`src/logic/bms_pkg.sv`:
```
/*
 * Shared types and constants for the boot mode select block.
 * Assumes one core clock and an asynchronous active-low reset.
 */
package bms_pkg;

    // ------------------------------------------------------------
    // Timing
    // ------------------------------------------------------------
    localparam int unsigned SYNC_STAGES   = 2;   // Flops per pin synchroniser
    localparam int unsigned SETTLE_CYCLES = SYNC_STAGES; // Fill after release
    localparam int unsigned CNT_W         = 2;   // Settle counter width
    localparam logic [CNT_W-1:0] SETTLE_LAST =
        CNT_W'(SETTLE_CYCLES);                   // Count at capture edge

    // ------------------------------------------------------------
    // Reset values
    // ------------------------------------------------------------
    localparam logic [2:0] PINS_RESET = 3'h0;    // Synchroniser reset level
    localparam logic       CS_IDLE_N  = 1'h1;    // Chip select idle level

    // ------------------------------------------------------------
    // Pin bundle, positions inside the packed struct
    // ------------------------------------------------------------
    typedef struct packed {
        logic eprom_boot_strap;                  // Bit 2
        logic link_boot_strap;                   // Bit 1
        logic boot_memory_select;                // Bit 0
    } bms_pins_s;

    // Synchroniser state: two stages of the pin bundle
    typedef struct packed {
        bms_pins_s meta;                         // First stage, feeds stage 2
        bms_pins_s sync;                         // Second stage, safe to use
    } bms_sync_s;

    // ------------------------------------------------------------
    // Boot modes
    // ------------------------------------------------------------
    typedef enum logic [2:0] {
        BMS_MODE_EPROM = 3'h0,                   // External EPROM
        BMS_MODE_HOST  = 3'h1,                   // Host processor
        BMS_MODE_SPI   = 3'h2,                   // Serial boot over SPI
        BMS_MODE_LINK  = 3'h3,                   // Link port
        BMS_MODE_NONE  = 3'h4,                   // Run from external memory
        BMS_MODE_RESV  = 3'h5                    // Reserved strap setting
    } bms_mode_e;

    // Sampling state machine
    typedef enum logic [1:0] {
        BMS_ST_SETTLE = 2'h0,                    // Waiting for sync fill
        BMS_ST_LOCKED = 2'h1                     // Mode captured, frozen
    } bms_state_e;

    // All state of the top module
    typedef struct packed {
        bms_state_e       state;                 // Sampler state
        logic [CNT_W-1:0] cnt;                   // Settle counter
        bms_mode_e        mode;                  // Latched boot mode
        logic             valid;                 // Mode has been captured
        logic             reserved;              // Reserved straps seen
        logic             sel_oe;                // Select pin drive enable
        logic             sel_out;               // Select pin drive level
    } bms_state_s;

endpackage

```
`src/logic/bms_pin_sync.sv`:
```
/*
 * Two-flop synchroniser for the three boot pins.
 * Assumes the pins are asynchronous to clk and quasi-static around reset.
 */
`timescale 1ns/1ps

module bms_pin_sync
    import bms_pkg::*;
(
    input  wire logic      clk,              // Core clock
    input  wire logic      reset_n,          // Async reset, active low
    input  wire bms_pins_s pins_in,          // Raw pin levels
    output bms_pins_s      pins_sync         // Synchronised levels
);

    // ------------------------------------------------------------
    // State
    // ------------------------------------------------------------
    bms_sync_s st_r;                         // Both stages
    bms_sync_s st_nxt;                       // Next value

    // Shift: stage 1 is read only by stage 2
    always_comb begin
        st_nxt      = st_r;
        st_nxt.meta = pins_in;
        st_nxt.sync = st_r.meta;
    end

    // Register, reset to a constant only
    always_ff @(posedge clk or negedge reset_n) begin
        if (!reset_n) begin
            st_r <= {PINS_RESET, PINS_RESET};
        end else begin
            st_r <= st_nxt;
        end
    end

    assign pins_sync = st_r.sync;

endmodule

```
`src/logic/bms_boot_select.sv`:
```
/*
 * Boot mode selection: samples the two boot straps and the boot memory
 * select pin after reset release, decodes and freezes the boot mode, and
 * drives the select pin as EPROM chip select when booting from EPROM.
 * Assumes the straps are held steady for at least the settle window after
 * reset release and that the pad ring resolves the select pin from oe.
 */
`timescale 1ns/1ps

// Summary of operation
// RQ1: EPROM strap high: EPROM boot, drive select
// RQ2: Straps low, select high: host boot
// RQ3: Link strap, select low: SPI boot
// RQ4: Link strap, select high: link port boot
// RQ5: All low: no load, run external memory
// RQ6: Both straps high is reserved, never tied
// RQ7: Sample at reset release, then freeze mode
module bms_boot_select
    import bms_pkg::*;
(
    input  wire logic clk,                   // Core clock, 125 MHz
    input  wire logic reset_n,               // Async reset, active low
    input  wire logic eprom_boot_strap,      // EPROM boot strap pin
    input  wire logic link_boot_strap,       // Link boot strap pin
    input  wire logic boot_memory_select_i,  // Select pin input level
    output logic      boot_memory_select_o,  // Select pin drive level
    output logic      boot_memory_select_oe, // Select pin drive enable
    input  wire logic eprom_select_req,      // Loader wants EPROM selected
    output bms_mode_e boot_mode,             // Latched boot mode
    output logic      boot_mode_valid,       // Mode captured
    output logic      boot_mode_reserved     // Reserved straps seen
);

    // ------------------------------------------------------------
    // Pin synchronisers
    // ------------------------------------------------------------
    bms_pins_s pins_raw;                     // Raw pin bundle
    bms_pins_s pins;                         // Synchronised bundle

    assign pins_raw = '{eprom_boot_strap:   eprom_boot_strap,
                        link_boot_strap:    link_boot_strap,
                        boot_memory_select: boot_memory_select_i};

    bms_pin_sync u_sync (
        .clk       (clk),
        .reset_n   (reset_n),
        .pins_in   (pins_raw),
        .pins_sync (pins)
    );

    // ------------------------------------------------------------
    // Strap decode
    // ------------------------------------------------------------
    // Pure decode of the synchronised pins; used only at capture.
    function automatic bms_mode_e decode_mode(input bms_pins_s p);
        bms_mode_e m;
        m = BMS_MODE_RESV;
        case ({p.eprom_boot_strap, p.link_boot_strap})
            2'h2: begin
                m = BMS_MODE_EPROM;                           // RQ1
            end
            2'h0: begin
                if (p.boot_memory_select) begin
                    m = BMS_MODE_HOST;                        // RQ2
                end else begin
                    m = BMS_MODE_NONE;                        // RQ5
                end
            end
            2'h1: begin
                if (p.boot_memory_select) begin
                    m = BMS_MODE_LINK;                        // RQ4
                end else begin
                    m = BMS_MODE_SPI;                         // RQ3
                end
            end
            default: begin
                // Both straps high: reserved, select stays an input
                m = BMS_MODE_RESV;                            // RQ6
            end
        endcase
        return m;
    endfunction

    // ------------------------------------------------------------
    // State
    // ------------------------------------------------------------
    bms_state_s st_r;                        // Registered state
    bms_state_s st_nxt;                      // Next state

    // Sampler: wait for the synchronisers to fill, capture once, freeze.
    // Freezing matters because the select pin turns into an output in
    // EPROM mode and would otherwise feed back into the decode.
    always_comb begin
        st_nxt = st_r;
        case (st_r.state)
            BMS_ST_SETTLE: begin
                // Select pin is an input until the mode is known
                st_nxt.sel_oe  = 1'h0;
                st_nxt.sel_out = CS_IDLE_N;
                if (st_r.cnt == SETTLE_LAST) begin
                    st_nxt.state    = BMS_ST_LOCKED;              // RQ7
                    st_nxt.mode     = decode_mode(pins);          // RQ7
                    st_nxt.valid    = 1'h1;
                    st_nxt.reserved = (decode_mode(pins) == BMS_MODE_RESV);
                    st_nxt.sel_oe   =
                        (decode_mode(pins) == BMS_MODE_EPROM);    // RQ1
                end else begin
                    st_nxt.cnt = st_r.cnt + CNT_W'(1);
                end
            end
            BMS_ST_LOCKED: begin
                // Mode held until the next reset, pins ignored
                if (st_r.mode == BMS_MODE_EPROM) begin
                    st_nxt.sel_oe  = 1'h1;                        // RQ1
                    st_nxt.sel_out = ~eprom_select_req;           // RQ1
                end else begin
                    st_nxt.sel_oe  = 1'h0;
                    st_nxt.sel_out = CS_IDLE_N;
                end
            end
            default: begin
                // Unreachable codes recover by re-sampling
                st_nxt.state = BMS_ST_SETTLE;
                st_nxt.cnt   = '0;
            end
        endcase
    end

    // Register the whole state
    always_ff @(posedge clk or negedge reset_n) begin
        if (!reset_n) begin
            st_r.state    <= BMS_ST_SETTLE;
            st_r.cnt      <= '0;
            st_r.mode     <= BMS_MODE_NONE;
            st_r.valid    <= 1'h0;
            st_r.reserved <= 1'h0;
            st_r.sel_oe   <= 1'h0;
            st_r.sel_out  <= CS_IDLE_N;
        end else begin
            st_r <= st_nxt;
        end
    end

    // ------------------------------------------------------------
    // Outputs, straight from flops
    // ------------------------------------------------------------
    assign boot_memory_select_o  = st_r.sel_out;
    assign boot_memory_select_oe = st_r.sel_oe;
    assign boot_mode             = st_r.mode;
    assign boot_mode_valid       = st_r.valid;
    assign boot_mode_reserved    = st_r.reserved;
endmodule

```
`config.mk`:
```
export PLATFORM = sky130hd
export DESIGN_NAME = bms_boot_select
export DESIGN_NICKNAME = d
export VERILOG_FILES = /design/src/logic/bms_pkg.sv /design/src/logic/bms_pin_sync.sv /design/src/logic/bms_boot_select.sv
export SDC_FILE = /design/constraint.sdc
export NUM_CORES = 1
export LEC_CHECK = 0
export BUFFER_PORTS_ARGS = -buffer_cell sky130_fd_sc_hd__buf_2
export CORE_MARGIN = 4
export CORE_UTILIZATION = 40
export DETAILED_ROUTE_END_ITERATION = 8
export PLACE_DENSITY = 0.63
export RECOVER_POWER = 25
export SETUP_SLACK_MARGIN = 0.02
export SLEW_MARGIN = 40
export SYNTH_ARGS = -nofsm -noshare
export SYNTH_HDL_FRONTEND = slang
export SYNTH_SLANG_ARGS = --single-unit
```
`constraint.sdc`:
```
create_clock -name clk -period 3.7 [get_ports clk]
set_input_delay 0.555 -clock clk [delete_from_list [all_inputs] [get_ports clk]]
set_output_delay 0.555 -clock clk [all_outputs]
set_load 0.005 [all_outputs]
```
**Yosys cells after proc, flatten, opt, wreduce, memory -nomap -nowiden**

Cells that the tools add are included.

- Reduce and logical (&&, ||, !) cells: 8
- Add/subtract/negate cells: 1
- Bitwise operators: 2
- Mux-type cells: 11
- Equality and inequality tests: 7

Operator list:

| cell | number |
|---|---|
| 3-bit two-way mux | 3 |
| 3-bit case mux with 3 select lines | 1 |
| 4-bit case mux with 2 select lines | 1 |
| 3-bit zero test | 2 |
| 2-bit two-way mux | 3 |
| 2-bit AND reduction | 3 |
| 2-bit by 1-bit == test with 1-bit output, second input constant | 2 |
| 2-bit == test, second input constant | 2 |
| 2-bit zero test | 2 |
| 2-bit != test, second input constant | 2 |
| 2-bit case mux with 2 select lines | 1 |
| 3-bit == test, second input constant | 1 |
| 2-bit by 1-bit adder with 2-bit output, second input constant | 1 |
| 1-bit two-way mux | 2 |
| 1-bit inverter | 2 |
| 2-bit nonzero test | 1 |

- Bits of input ports: 6
- Logic and storage cells: 42
- Output and inout port bits: 7
- Register bits after elaboration: 17

**Depth between registers and ports, before layout**

- Depth after elaboration: 7
- Mapped depth: 6
- Depth with buffers taken out: 5

**By module**

A second synthesis with hierarchy kept.

- Cell total of the unflattened synthesis: 47
- Area, all modules: 613.1 sq um

By module, submodules not included:

| module | area an instance (sq um) | cells an instance | instances | sequential area each (sq um) |
|---|---|---|---|---|
| bms_boot_select | 462.9 | 41 | 1 | 252.7 |
| bms_pin_sync | 150.1 | 6 | 1 | 150.1 |

**Worst setup path before layout**

No wires, ideal clock.

- Path kind: register -> register
- Start point: register st_r[7] (netlist bit)
- End point: register st_r[7] (netlist bit)
- Arrival: 1.093 ns
- Required time: 3.578 ns
- Slack: 2.485 ns
- Library setup time: 0.122 ns
- Stages on the path, launching flop included: 6
- Buffers on the path: 1
- Clock period less this slack: 1.215 ns
- Cells stage by stage: dfrtp_1 -> inv_1 -> ha_1 -> or2_1 -> buf_6 -> xnor2_2

- Longest elaborated chain between the ends: 3
- Elaborated cells between the ends (all ways): 6
- Classes of those cells: add/sub (1); eq/ne (2); mux (2); reduce/logical (1)

Ends and longest elaborated chain:

| element | RTL line | source |
|---|---|---|
| start, declared | bms_boot_select.sv:87 | `bms_state_s st_r;` |
| start signal, assigned | bms_boot_select.sv:140 | `st_r <= st_nxt;` |
| 2-bit by 1-bit adder with 2-bit output or 2-bit == test (tied branches) | bms_boot_select.sv:108, bms_boot_select.sv:100 |  |
| 2-bit two-way mux or 2-bit != test (tied branches) | -- |  |
| 4-bit case mux with 2 select lines or 2-bit AND reduction (tied branches) | -- |  |

Parallel ways exist; a longest one is shown, timed or not. The select of a mux whose other input is x is not followed.
A chain may end at the register's enable or synchronous reset.

**Worst setup path in the final report**

- Start point: register st_r (netlist bit boot_mode[2])
- End point: output port boot_mode[2]

RTL lines:

| element | RTL line | source |
|---|---|---|
| end, declared | bms_boot_select.sv:29 | `output bms_mode_e boot_mode,` |

No word-level cell between the ends.

==> report_table.html <==
<table>
<tr><th>Metric</th><th>Value</th></tr>
<tr><th colspan="2">Status</th></tr>
<tr><td>Outcome</td><td>finished, final reports clean</td></tr>
<tr><th colspan="2">Final layout</th></tr>
<tr><td>Number of nets at the end of the flow</td><td>66</td></tr>
<tr><td>Post-route cell area</td><td>676 um^2</td></tr>
<tr><td>Antenna diode count</td><td>0</td></tr>
<tr><td>Fill count</td><td>approximately 130</td></tr>
<tr><td>Area Growth Syn to Fin</td><td>8.87%</td></tr>
<tr><td>Register cell area after layout</td><td>roughly 400 um^2</td></tr>
<tr><td>Footprint of the multi-input gates</td><td>about 170 um^2</td></tr>
<tr><td>Fraction of layout instances using a drive strength above 1</td><td>36.8%</td></tr>
<tr><th colspan="2">Logic synthesis</th></tr>
<tr><td>Yosys warning count</td><td>0</td></tr>
<tr><td>Most frequent cells after synthesis</td><td>14 x dfrtp_1, 6 x nand2_1, 3 x buf_4, 3 x nand2b_1</td></tr>
<tr><td>Post-synth ARST share</td><td>100%</td></tr>
<tr><td>Most instantiated library cell after synthesis</td><td>dfrtp_1</td></tr>
<tr><td>Gate count after technology mapping</td><td>47</td></tr>
<tr><td>Distinct cell type count of the synthesized netlist</td><td>19</td></tr>
<tr><td>Library cell with the largest summed area after synthesis</td><td>dfrtp_1</td></tr>
<tr><td>Number of enable flip-flop cells after synthesis</td><td>0</td></tr>
<tr><td>Share of synthesized area occupied by flip-flops and latches</td><td>about 65%</td></tr>
<tr><td>Mapped cell area</td><td>roughly 620 um^2</td></tr>
<tr><td>Synth Register Bits</td><td>16</td></tr>
<tr><td>Share of the synthesized area in the top cell type</td><td>a little under three fifths</td></tr>
<tr><td>Average cell area after synthesis</td><td>13.2 um^2</td></tr>
<tr><td>Primary FF master, synth</td><td>dfrtp_1</td></tr>
<tr><td>Largest cells by area after synthesis</td><td>dfrtp_1 56%, dfstp_2 8.5%, buf_4 3.6%</td></tr>
<tr><td>Post-synth net total</td><td>54</td></tr>
<tr><th colspan="2">Detailed routing</th></tr>
<tr><td>Number of detailed-route iterations in the first pass</td><td>1</td></tr>
<tr><td>Remaining antenna violation count</td><td>0</td></tr>
<tr><td>Total wirelength of the detailed-routed design</td><td>748 um</td></tr>
<tr><td>Total number of vias</td><td>322</td></tr>
<tr><td>Vias per inst</td><td>4.47</td></tr>
<tr><td>Count of unresolved DRC violations after routing</td><td>0</td></tr>
<tr><td>Number of violations reported at the end of detailed-routing iteration 0</td><td>0</td></tr>
<tr><td>Routed wirelength normalized by instance count</td><td>10.4 um</td></tr>
<tr><th colspan="2">Setup path</th></tr>
<tr><td>Crit start category</td><td>flip-flop</td></tr>
<tr><td>Critical-path cell list</td><td>buf_2</td></tr>
<tr><td>Class of the most critical setup path</td><td>flip-flop to output pin</td></tr>
<tr><td>Library cell contributing the largest single delay on the critical path</td><td>dfstp_2</td></tr>
<tr><td>Arrival time of the worst setup path</td><td>930 ps</td></tr>
<tr><td>Largest delay contributor family on the critical path</td><td>flip-flops</td></tr>
<tr><td>Highest cell delay on the worst timing path</td><td>550 ps</td></tr>
<tr><td>Kind of end point of the critical path</td><td>output pin</td></tr>
<tr><td>Number of buffers and inverters on the critical path</td><td>1</td></tr>
<tr><td>Data required time of the critical path</td><td>3140 ps</td></tr>
<tr><td>CP max FO</td><td>3</td></tr>
<tr><th colspan="2">Global route</th></tr>
<tr><td>Wire length of the first global-routing pass</td><td>1240 um</td></tr>
<tr><td>Remaining global-route overflow</td><td>0</td></tr>
<tr><td>Combined global-route utilization of all metal layers</td><td>8.24%</td></tr>
<tr><td>Initial antenna violation count</td><td>0</td></tr>
<tr><td>Vias in the first global route</td><td>about 300</td></tr>
<tr><td>Largest net degree at the start of global routing</td><td>17</td></tr>
<tr><th colspan="2">Timing</th></tr>
<tr><td>Final setup skew</td><td>1.79 ps</td></tr>
<tr><td>Highest Clock Rate</td><td>675 MHz</td></tr>
<tr><td>Final hold vios</td><td>0</td></tr>
<tr><td>Tightest slew margin relative to the limit</td><td>45.2%</td></tr>
<tr><td>Period utilisation layout</td><td>40.1%</td></tr>
<tr><td>Final setup violation count</td><td>0</td></tr>
<tr><td>Hold slack</td><td>345 ps</td></tr>
<tr><td>RSZ-0062 raised after global routing</td><td>no</td></tr>
<tr><td>Final setup margin</td><td>2220 ps</td></tr>
<tr><td>Worst Tran Pin Value</td><td>822 ps</td></tr>
<tr><td>Setup TNS after final layout</td><td>0 ps</td></tr>
<tr><td>Final slew viol count</td><td>0</td></tr>
<tr><td>Crit path time final</td><td>between 1000 and 1500 ps</td></tr>
<tr><th colspan="2">Placement</th></tr>
<tr><td>Worst setup slack after placement</td><td>between 2000 and 2500 ps</td></tr>
<tr><td>GPL Wtd Cong</td><td>0.659</td></tr>
<tr><td>Post-placement cell area</td><td>about 650 um^2</td></tr>
<tr><td>Port-buffer cells</td><td>12</td></tr>
<tr><td>Half-perimeter wire length after detailed placement</td><td>549 um</td></tr>
<tr><th colspan="2">Power and ir drop</th></tr>
<tr><td>Switching share of total power</td><td>21.0%</td></tr>
<tr><td>Cell leakage power</td><td>0.322 nW</td></tr>
<tr><td>Peak supply drop</td><td>0.227 mV</td></tr>
<tr><td>Sw power</td><td>0.0608 mW</td></tr>
<tr><td>Clock network power share</td><td>29.7%</td></tr>
<tr><td>Internal Dissipation</td><td>roughly 0.23 mW</td></tr>
<tr><td>Power density relative to cell area</td><td>429 nW/um^2</td></tr>
<tr><td>Fraction of power consumed by combinational cells</td><td>around 5.7%</td></tr>
<tr><td>Sequential fraction of design power</td><td>64.6%</td></tr>
<tr><th colspan="2">Floorplanning</th></tr>
<tr><td>Area of the core</td><td>1380 um^2</td></tr>
<tr><td>Horiz. Die Dim</td><td>about 47 um</td></tr>
<tr><td>Die Outline Area</td><td>2250 um^2</td></tr>
<tr><td>Number of rows created at floorplan</td><td>13</td></tr>
<tr><td>Die Y-Extent</td><td>47.4 um</td></tr>
<tr><td>Initial Utilization</td><td>44.9%</td></tr>
<tr><td>Top Ports</td><td>13</td></tr>
<tr><th colspan="2">CTS</th></tr>
<tr><td>TritonCTS clock tree</td><td>built</td></tr>
<tr><td>Total setup buffers inserted after CTS</td><td>0</td></tr>
<tr><td>Number of clock sinks</td><td>16</td></tr>
<tr><td>CTS max path bufs</td><td>2</td></tr>
<tr><td>Hold-fix buffer count after cts</td><td>0</td></tr>
<tr><td>Post-cts sizing count</td><td>0</td></tr>
<tr><td>H-Tree Level Count</td><td>1</td></tr>
<tr><td>CTS buffer count</td><td>3</td></tr>
<tr><td>Cell chosen for the clock root</td><td>clkbuf_4</td></tr>
<tr><td>Clock latency reported for the late side of the worst-skew pair</td><td>270 ps</td></tr>
<tr><td>Clk pin slew, worst setup/hold paths</td><td>~90 ps</td></tr>
<tr><th colspan="2">Min path</th></tr>
<tr><td>Hold WC Path Type</td><td>input pin to asynchronous set/reset pin</td></tr>
<tr><th colspan="2">Job</th></tr>
<tr><td>Max capacitance violation total</td><td>0</td></tr>
</table>
cells by family after synthesis:
| logic type | Yosys count | synth area share [%] |
|---|---|---|
| compound gates | 6 | 6.05 |
| xor+xnor | 1 | 2.62 |
| fa+ha+maj | 1 | 2.02 |
| buf+inv | 7 | 8.47 |
| flops | 16 | 64.9 |
| mux | 1 | 1.61 |
| simple gates | 15 | 14.3 |
flip-flops by register name (all words and copies together) (netlist names):
signal / flops
st_r: 3
boot_mode: 3
u_sync.pins_sync: 3
boot_memory_select_o: 1
boot_mode_valid: 1
u_sync.st_nxt: 3
boot_memory_select_oe: 1
boot_mode_reserved: 1
stage by stage:
stage | total power [mW] | util [%] | instances
floorplan | 0.200 | - | 47
global placement | 0.208 | 47.3 | 69
detailed placement | 0.208 | 47.3 | 69
CTS | 0.295 | 49.0 | 72
global route | 0.306 | 48.9 | 72
finish | 0.290 | 48.9 | 72
per-layer routing:
layer | vias up | share of wire (%) | track usage [%]
met4 | 0 | 0 | 4.97
li1 | 168 | - | -
met3 | 0 | 8.8 | 3.45
met5 | - | 0 | 0
met1 | 144 | 47 | 9.79
met2 | 10 | 45 | 12.3
final timing paths:
path	startpoint	end	slack (ps)	cells after the start
min in group clk	u_sync.st_nxt[2]	u_sync.pins_sync[2]	350	0
setup reg to reg	st_r[7]	st_r[8]	2460	5
max in group asynchronous	reset_n	boot_mode[0]	2850	1
hold / removal	reset_n	boot_mode_valid	340	1
setup / recovery	boot_mode[2]	boot_mode[2]	2220	1
hold reg to reg	u_sync.st_nxt[2]	u_sync.pins_sync[2]	350	0
cell type report:
cell class | count | share of cell area (%)
well taps | 15 | 2.78
flip-flops and latches | 16 | 59.6
multi-input cells | 24 | 24.4
clock buffers | 3 | 3.33
repair buffers | 12 | 8.70
inverters | 2 | 1.11
cells in the final DEF, fill, tap and decap left out:
master,count
nand2b_1,3
o21ai_1,2
nor3b_2,1
a21oi_2,1
clkbuf_1,1
nand2b_4,1
o21ai_2,1
dfrtp_1,14
inv_1,2
dfstp_2,2
or2_1,1
ha_1,1
clkbuf_4,3
o21ai_0,2
mux2i_1,1
nand2_1,6
buf_2,11
nand3_1,1
xnor2_2,1
nor3_1,2
power groups by stage:
stage | Combinational, mW | Sequential [mW] | Clock [mW]
detailed placement | 0.0176 | 0.191 | 0
finish | 0.0166 | 0.187 | 0.0860
CTS | 0.0176 | 0.187 | 0.0898
global route | 0.0198 | 0.188 | 0.0980
global placement | 0.0172 | 0.191 | 0
floorplan | 0.00941 | 0.191 | 0
Note: power is estimated with default switching activity, not from simulation.
